## config.mk

```make
export PLATFORM = sky130hd
export DESIGN_NAME = adc_input_select_and_fifo_ctrl
export DESIGN_NICKNAME = d
export VERILOG_FILES = /design/src/inc/adc_cfg_pkg.sv /design/src/hdl/adc_input_select_and_fifo_ctrl.sv
export SDC_FILE = /design/constraint.sdc
export NUM_CORES = 1
export LEC_CHECK = 0
export BUFFER_PORTS_ARGS = -buffer_cell sky130_fd_sc_hd__buf_2
export CAP_MARGIN = 10
export CORE_MARGIN = 2
export CORE_UTILIZATION = 50
export CTS_CLUSTER_DIAMETER = 40
export DETAILED_ROUTE_END_ITERATION = 16
export PLACE_DENSITY_LB_ADDON = 0.25
export SYNTH_ARGS = -nofsm -noshare
export SYNTH_HDL_FRONTEND = slang
export SYNTH_SLANG_ARGS = --single-unit
```

## constraint.sdc

```tcl
create_clock -name CLK -period 4.1 [get_ports CLK]
set_clock_uncertainty 0.2 [all_clocks]
set_input_delay 0.205 -clock CLK [delete_from_list [all_inputs] [get_ports CLK]]
set_output_delay 0.205 -clock CLK [all_outputs]
set_load 0.005 [all_outputs]
```

## src/inc/adc_cfg_pkg.sv

```systemverilog
// constants for the converter input-select and queue-control block
package adc_cfg_pkg;
   // ----------------------------------------
   // word addressing and widths
   // ----------------------------------------
   localparam int WORD_W = 12;
   localparam logic [1:0] ADDR_INPUT_CFG = 2'h0;
   localparam logic [1:0] ADDR_FIFO_CFG = 2'h1;
   // ----------------------------------------
   // input_and_test_config fields
   // ----------------------------------------
   localparam int INPUT_SELECT_LO_POS = 3;
   localparam int INPUT_SELECT_HI_POS = 4;
   localparam int PAIRED_INPUT_CONFIG_LO_POS = 5;
   localparam int PAIRED_INPUT_CONFIG_HI_POS = 6;
   localparam int SCAN_POS = 7;
   localparam int CHECK_VOLTAGE_SELECT_LO_POS = 8;
   localparam logic [4:0] INCFG_POS_SE = 5'h00;
   localparam logic [4:0] INCFG_NEG_SE = 5'h01;
   localparam logic [4:0] INCFG_DIFF = 5'h04;
   localparam logic [4:0] INCFG_SCAN = 5'h11;
   localparam logic [11:0] INPUT_CFG_RESET = 12'h020;
   // ----------------------------------------
   // fifo_and_reset_config fields
   // ----------------------------------------
   localparam int DEVICE_RESET_POS = 0;
   localparam int QUEUE_FLUSH_CMD_POS = 1;
   localparam int FILL_THRESHOLD_LO_POS = 2;
   localparam int READY_STYLE_POS = 4;
   localparam int READY_POLARITY_POS = 5;
   localparam logic [11:0] FIFO_CFG_RESET = 12'h030;
   // ----------------------------------------
   // queue depth, thresholds, hold-off
   // ----------------------------------------
   localparam int QUEUE_DEPTH = 16;
   localparam logic [4:0] THR1_0 = 5'h01;
   localparam logic [4:0] THR1_1 = 5'h04;
   localparam logic [4:0] THR1_2 = 5'h08;
   localparam logic [4:0] THR1_3 = 5'h0E;
   localparam logic [4:0] THR2_0 = 5'h02;
   localparam logic [4:0] THR2_1 = 5'h04;
   localparam logic [4:0] THR2_2 = 5'h08;
   localparam logic [4:0] THR2_3 = 5'h0C;
   localparam logic [2:0] HOLD_TICKS = 3'h5;
endpackage : adc_cfg_pkg

```

## src/hdl/adc_input_select_and_fifo_ctrl.sv

```systemverilog
// input selection, check-voltage mux, reset/flush commands and fill flag
`timescale 1ns/100ps
module adc_input_select_and_fifo_ctrl (
   // clock and reset
   input wire logic CLK,
   input wire logic NRST,
   // parallel write port (pins)
   input wire logic CS_N,
   input wire logic WR_N,
   input wire logic [1:0] RA,
   input wire logic [11:0] DATA_IN,
   // converter core events (same clock)
   input wire logic CONV_TICK,
   input wire logic RESULT_WR,
   input wire logic RESULT_RD,
   // input mux and check-voltage control
   output logic MUX_POS_SE,
   output logic MUX_NEG_SE,
   output logic MUX_DIFF,
   output logic [1:0] CHECK_SEL,
   // queue control
   output logic FIFO_WR_EN,
   output logic FIFO_FLUSH,
   output logic OFFSET_CLR,
   output logic [4:0] FIFO_COUNT,
   output logic RESULTS_READY_FLAG
);
   // ----------------------------------------
   // pin synchronisers
   // ----------------------------------------
   logic [15:0] pin_s1;
   logic [15:0] pin_s2;
   logic wr_n_prev;
   // two flops on every pin, then one more for the strobe edge
   always_ff @(posedge CLK or negedge NRST) begin
      if (!NRST) begin
         pin_s1 <= 16'hFFFF;
         pin_s2 <= 16'hFFFF;
         wr_n_prev <= 1'b1;
      end else begin
         pin_s1 <= {CS_N, WR_N, RA, DATA_IN};
         pin_s2 <= pin_s1;
         wr_n_prev <= pin_s2[14];
      end
   end

   // ----------------------------------------
   // write decode
   // ----------------------------------------
   // a word is taken on the rising edge of the write strobe, when data is settled
   wire wr_done = pin_s2[14] & ~wr_n_prev & ~pin_s2[15];
   wire [1:0] wr_addr = pin_s2[13:12];
   wire [11:0] wr_data = pin_s2[11:0];
   // addresses 2 and 3 are reserved and silently dropped; no read path exists
   wire wr_in_cfg = wr_done & (wr_addr == adc_cfg_pkg::ADDR_INPUT_CFG);
   wire wr_fifo_cfg = wr_done & (wr_addr == adc_cfg_pkg::ADDR_FIFO_CFG);
   wire cmd_reset = wr_fifo_cfg & wr_data[adc_cfg_pkg::DEVICE_RESET_POS];
   wire cmd_flush = wr_fifo_cfg & wr_data[adc_cfg_pkg::QUEUE_FLUSH_CMD_POS];

   // ----------------------------------------
   // configuration words
   // ----------------------------------------
   logic [11:0] input_and_test_config;
   logic [11:0] fifo_and_reset_config;
   // command bits are never stored, so nothing has to clear them
   always_ff @(posedge CLK or negedge NRST) begin
      if (!NRST) begin
         input_and_test_config <= adc_cfg_pkg::INPUT_CFG_RESET;
         fifo_and_reset_config <= adc_cfg_pkg::FIFO_CFG_RESET;
      end else if (cmd_reset) begin
         input_and_test_config <= adc_cfg_pkg::INPUT_CFG_RESET;
         fifo_and_reset_config <= adc_cfg_pkg::FIFO_CFG_RESET;
      end else begin
         if (wr_in_cfg)
            input_and_test_config <= wr_data;
         if (wr_fifo_cfg)
            fifo_and_reset_config <= wr_data & 12'hFFC;
      end
   end

   // ----------------------------------------
   // field decode
   // ----------------------------------------
   wire [4:0] in_field = input_and_test_config[adc_cfg_pkg::SCAN_POS:
                                                adc_cfg_pkg::INPUT_SELECT_LO_POS];
   wire is_pos = (in_field == adc_cfg_pkg::INCFG_POS_SE);
   wire is_neg = (in_field == adc_cfg_pkg::INCFG_NEG_SE);
   wire is_diff = (in_field == adc_cfg_pkg::INCFG_DIFF);
   wire is_scan = (in_field == adc_cfg_pkg::INCFG_SCAN);
   wire [1:0] check_field = input_and_test_config[adc_cfg_pkg::CHECK_VOLTAGE_SELECT_LO_POS +: 2];
   wire [1:0] thr_code = fifo_and_reset_config[adc_cfg_pkg::FILL_THRESHOLD_LO_POS +: 2];
   wire pulse_style = fifo_and_reset_config[adc_cfg_pkg::READY_STYLE_POS];
   wire active_high = fifo_and_reset_config[adc_cfg_pkg::READY_POLARITY_POS];
   // the scan feeds two results per conversion pair, so it uses the second column
   wire [4:0] thr_one = (thr_code == 2'h0) ? adc_cfg_pkg::THR1_0 :
                        (thr_code == 2'h1) ? adc_cfg_pkg::THR1_1 :
                        (thr_code == 2'h2) ? adc_cfg_pkg::THR1_2 : adc_cfg_pkg::THR1_3;
   wire [4:0] thr_two = (thr_code == 2'h0) ? adc_cfg_pkg::THR2_0 :
                        (thr_code == 2'h1) ? adc_cfg_pkg::THR2_1 :
                        (thr_code == 2'h2) ? adc_cfg_pkg::THR2_2 : adc_cfg_pkg::THR2_3;
   wire [4:0] threshold = is_scan ? thr_two : thr_one;

   // ----------------------------------------
   // hold-off after device reset
   // ----------------------------------------
   typedef enum logic [1:0] {ST_RUN = 2'b01, ST_HOLD = 2'b10} hold_state_t;
   hold_state_t state;
   hold_state_t next_state;
   logic [2:0] hold_cnt;
   wire [2:0] next_hold_cnt = cmd_reset ? adc_cfg_pkg::HOLD_TICKS :
                              (state == ST_HOLD && CONV_TICK) ? hold_cnt - 3'h1 : hold_cnt;
   // leave hold once the fifth conversion tick has been seen
   always_comb begin
      case (state)
         ST_RUN: next_state = cmd_reset ? ST_HOLD : ST_RUN;
         ST_HOLD: next_state = (!cmd_reset && CONV_TICK && hold_cnt == 3'h1) ? ST_RUN : ST_HOLD;
         default: next_state = ST_RUN;
      endcase
   end
   always_ff @(posedge CLK or negedge NRST) begin
      if (!NRST) begin
         state <= ST_RUN;
         hold_cnt <= 3'h0;
      end else begin
         state <= next_state;
         hold_cnt <= next_hold_cnt;
      end
   end

   // ----------------------------------------
   // result count and scan alternation
   // ----------------------------------------
   logic [4:0] count;
   logic scan_neg;
   logic below;
   wire accept = RESULT_WR & (state == ST_RUN) & ~cmd_reset & ~cmd_flush;
   wire do_inc = accept & (count != 5'(adc_cfg_pkg::QUEUE_DEPTH));
   wire do_dec = RESULT_RD & (count != 5'h00);
   wire [4:0] next_count = (cmd_reset | cmd_flush) ? 5'h00 :
                           count + {4'h0, do_inc} - {4'h0, do_dec};
   wire reached = (next_count >= threshold);
   // the scan restarts on positive after any input_and_test_config write or reset
   wire next_scan_neg = (!is_scan || cmd_reset || wr_in_cfg) ? 1'b0 : scan_neg ^ accept;
   wire next_flag_on = pulse_style ? (reached & below) : reached;
   always_ff @(posedge CLK or negedge NRST) begin
      if (!NRST) begin
         count <= 5'h00;
         scan_neg <= 1'b0;
         below <= 1'b1;
      end else begin
         count <= next_count;
         scan_neg <= next_scan_neg;
         below <= ~reached;
      end
   end

   // ----------------------------------------
   // registered outputs
   // ----------------------------------------
   always_ff @(posedge CLK or negedge NRST) begin
      if (!NRST) begin
         MUX_POS_SE <= 1'b0;
         MUX_NEG_SE <= 1'b0;
         MUX_DIFF <= 1'b1;
         CHECK_SEL <= 2'h0;
         FIFO_WR_EN <= 1'b0;
         FIFO_FLUSH <= 1'b0;
         OFFSET_CLR <= 1'b0;
         FIFO_COUNT <= 5'h00;
         RESULTS_READY_FLAG <= 1'b0;
      end else begin
         MUX_POS_SE <= is_pos | (is_scan & ~next_scan_neg);
         MUX_NEG_SE <= is_neg | (is_scan & next_scan_neg);
         MUX_DIFF <= is_diff;
         CHECK_SEL <= check_field;
         FIFO_WR_EN <= accept;
         FIFO_FLUSH <= cmd_reset | cmd_flush;
         OFFSET_CLR <= cmd_reset;
         FIFO_COUNT <= next_count;
         RESULTS_READY_FLAG <= next_flag_on ~^ active_high;
      end
   end
endmodule : adc_input_select_and_fifo_ctrl

```

==> results <==
- The global placer's final weighted congestion is 0.718.
- After synthesis the netlist holds a flip-flop and latch count of 61.
- During I/O placement, the number of pins put on the boundary was 35.
- The number of detailed-routing iterations run before antenna repair is 4.
- The cell with the largest stage delay on the worst path is dfstp_2.
- Leaving out fill and tap cells, the most frequent cell in the layout is dfstp_2.
- The critical setup path kind is reg2reg.
- The final critical path takes up 94.7% of the cycle.
- During placement, the flow inserted port buffers numbering 32.
- The synthesized design contains 0 enable-type register cells.
- The root buffer cell chosen for the clock tree is clkbuf_8.
- The H-tree was split into 3 levels.
- The number of placed instances with taps included is 287.
- The floorplan step defined a die boundary enclosing 0.00549 sq mm.
- The detailed router finished its first iteration with 77 violations.
- Across the run, the number of max-cap violations was 0.
- Cells fill 66.1% of the core in the end.
- The biggest cell delay along the critical path is 0.54 ns.
- The clock insertion delay at the later pin of the skew report is 0.33 ns.
- The cell depth of the worst flop-to-flop path is 15.
- Global routing consumed, over all layers together, 16.6% of the routing resources.
- The worst ir drop on vdd is 0.331 mV.
- The remaining routing DRC violations is 0.
- The endpoint arrival time on the critical path is 3.93 ns.
- The repair_antennas step left the layout with diodes totalling 0.
- The worst setup path is launched from a register.
- The clock transition time at the flip-flop clock pins of the worst setup and hold paths is 0.07 ns.
- The setup check on the worst reg-to-reg path leaves a slack of 0.22 ns.
- Setup violations remaining at the end of the flow were counted as 0.
- For the final routed database, the setup TNS stands at 0 ns.
- Clock tree synthesis inserted a total of 9 buffers.
- The type of the tightest min-delay check is reg2reg.
- The synthesized cell area is 0.00246 sq mm.
- The most frequent cell on the critical path is ha_1.
- The floorplan has 25 rows.
- The total number of clock tree sinks is 61.
- Walking the worst path, the cells encountered are or4b_4, nor2_8, nor2_1, nand2_1, ha_1, inv_1, ha_1, inv_1, fa_1, nor2_1, ha_1, a2111o_1, a2111oi_4, a41oi_1, o211ai_1.
- The endpoint identified for the worst register-to-register timing path is RESULTS_READY_FLAG$_DFF_PN0_.
- The post-synthesis instance total is 186.
- The count of nets left with antenna violations once routing finished came out at 0.
- The count of synthesis-stage warnings from yosys is 0.
- The pin count of the biggest net entering global routing is 62.
- Power spread over the standard cell area amounts to 681 mW/mm^2.
- Summed over all cells, the static leakage comes to 1.46 nW.
- The total length of routed wires is 3800 microns.
- The CTS tree is done.
- The die outline height is 74.1 microns.
- In the final design database the tool counted 285 nets.
- Each instance of the synthesized netlist takes up on average 13.2 sq um.
- The flow ran to the end, and the final reports show no timing, DRC or antenna violations.
- Among all flip-flop cells after synthesis, the most frequent one is dfstp_2.
- The detailed-route via count is 1556.
- The detailed-route vias per instance is 4.85.
- The peak clock frequency supported by timing is 258 MHz.
- The die is 74.1 microns wide.
- Leaving out fill and tap cells, the most frequent cells in the layout are 35 x dfstp_2, 32 x buf_2, 26 x dfrtp_1, 17 x dlygate4sd3_1.
- The slew at the pin with the worst max-slew slack is 0.720 ns.
- The growth of design area from synthesis to finish is 27.1%.
- The number of antenna violations at the first check in global routing is 0.
- For this run, the register share of the synthesized area comes to 63.9%.
- The startpoint of the worst-slack reg-to-reg timing path is pin_s2[14]$_DFF_PN1_.
- The starting density of the core is 52.0%.
- The estimated wirelength of the detail-placed design is 2620 microns.
- The layout cell share with drive strength beyond 1 is 39.4%.
- When the netlist entered floorplanning its net count stood at 222.
- The first global-routing pass estimated 6600 microns of wire.
- The final-report max-slew violation count is 0.
- The number of cells on the worst hold path is 0.
- In this run, distinct cell masters in the synthesized netlist total 42.
- The count of cells in the finished layout, fillers not included, comes to 321.
- The max-slew headroom at the worst pin is 52.0%.
- The leftover overflow at the end of global routing is 0.
- The maximum clock path buffer count is 2.
- The proportion of synthesized flip-flops having asynchronous set or reset is 100%.
- The post-route minimum period is 3.88 ns.
- Of all nets on the critical path, the largest fanout is 4.
- The final-report hold violation count is 0.
- Dividing the detail-routed wire length by the instance count gives 11.9 microns.
- The hold path startpoint is pin_s1[8]$_DFF_PN1_.
- Setup repair after global routing left no endpoint under its margin.
- The endpoint kind of the worst setup timing path is a register.
- The placeable core area is 0.00472 sq mm.
- The via count of the first global-routing pass is 1470.
- Data on the critical path is required at its endpoint by 4.14 ns.
- For hold timing, the worst endpoint is pin_s2[8]$_DFF_PN1_.
[worst max path at each step]
stage | from | slack (ns) | endpoint | cells after the start
after CTS | pin_s2[14]$_DFF_PN1_ | 0.08 | RESULTS_READY_FLAG$_DFF_PN0_ | 15
after detailed placement | pin_s2[14]$_DFF_PN1_ | 0.14 | RESULTS_READY_FLAG$_DFF_PN0_ | 15
after global placement | pin_s2[14]$_DFF_PN1_ | 0.18 | RESULTS_READY_FLAG$_DFF_PN0_ | 15
after global routing | pin_s2[14]$_DFF_PN1_ | 0.02 | RESULTS_READY_FLAG$_DFF_PN0_ | 15
final | pin_s2[14]$_DFF_PN1_ | 0.22 | RESULTS_READY_FLAG$_DFF_PN0_ | 15
after floorplan | pin_s2[14]$_DFF_PN1_ | 0.33 | RESULTS_READY_FLAG$_DFF_PN0_ | 16
[per-stage QoR]
stage | setup WS [ns] | instance area (sq um) | power (mW) | hold slack [ns]
2_1_floorplan | 0.328 | 2460 | 1.34 | -0.291
3_3_place_gp | 0.182 | 2720 | 1.50 | 0.110
3_5_place_dp | 0.140 | 2720 | 1.52 | 0.111
4_1_cts | 0.0832 | 3100 | 2.11 | 0.153
5_1_grt | 0.0177 | 3120 | 2.32 | 0.155
6_report | 0.218 | 3120 | 2.13 | 0.152
[final cells by class]
class / instances / area (sq um)
Tap cell: 67 / 83.8
Multi-Input combinational cell: 108 / 831
Clock inverter: 7 / 90.1
Fill cell: 369 / 1600
Inverter: 15 / 56.3
Sequential cell: 61 / 1570
Timing Repair Buffer: 54 / 368
Clock buffer: 9 / 124
[where the power goes]
group	internal, mW	switching, mW	leakage, nW	total (mW)
logic	0.361	0.401	0.653	0.762
clock network	0.338	0.220	0.105	0.558
registers	0.737	0.0697	0.698	0.807
total	1.44	0.690	1.46	2.13
[layer usage]
metal | routed length [microns] | vias to the layer above | global-route usage, %
li1 | - | 767 | -
met1 | 1710 | 736 | 21.3
met2 | 1820 | 46 | 25.5
met4 | 69 | 0 | 7.88
met3 | 205 | 7 | 5.69
met5 | 0 | - | 0
[Yosys cell counts, types with 2 or more instances]
cell type  instances  area share, %
dfstp_2           35             37
nand2b_1           3           0.76
xor2_1             2           0.71
nand2_1           13            2.0
a21oi_1           11            2.2
inv_1             14            2.1
xnor2_1            5            1.8
o21ai_1            4           0.81
dfrtp_1           26             26
nor3_1             3           0.61
a22o_1             6            2.1
nor2_1            15            2.3
nand3_1            4           0.81
ha_1              14            7.1
o211ai_1           2           0.61
a41o_1             2           0.81
and3_1             2           0.51
[registers in the layout, summed over array words and instances, names as in the netlist]
name                   flops
pin_s1                    14
pin_s2                    14
input_and_test_config      7
FIFO_COUNT                 5
fifo_and_reset_config      4
hold_cnt                   3
CHECK_SEL                  2
state                      2
FIFO_FLUSH                 1
FIFO_WR_EN                 1
MUX_DIFF                   1
MUX_NEG_SE                 1
MUX_POS_SE                 1
OFFSET_CLR                 1
RESULTS_READY_FLAG         1
below                      1
scan_neg                   1
wr_n_prev                  1
[critical path: cells and delay by family (launching register included)]
family,cells,cell delay [ns]
fa+ha+maj,4,1.07
compound gates,4,0.96
flops,1,0.54
simple gates,5,0.92
buf+inv,2,0.11
[logic make-up (layout without fill, tap and decap cells)]
group                      count (synthesis)  in the layout  share of synthesized area (%)
and+or+nand+nor                           48             48                           10.5
adders and majority gates                 15             15                           7.94
muxes                                      1              1                          0.407
AOI/OAI and AO/OA                         37             37                           11.8
buffers and inverters                     17             85                           2.90
DFF                                       61             61                           63.9
xor gates and xnor gates                   7              7                           2.49
[repair_timing]
action | CTS | global route
hold buffers | 17 | 0
setup endpoints to repair | 0 | 1
hold endpoints to repair | 42 | 0
resized for setup | 0 | 4
buffers inserted | 0 | 1
Note: power is estimated with default switching activity, not from simulation.
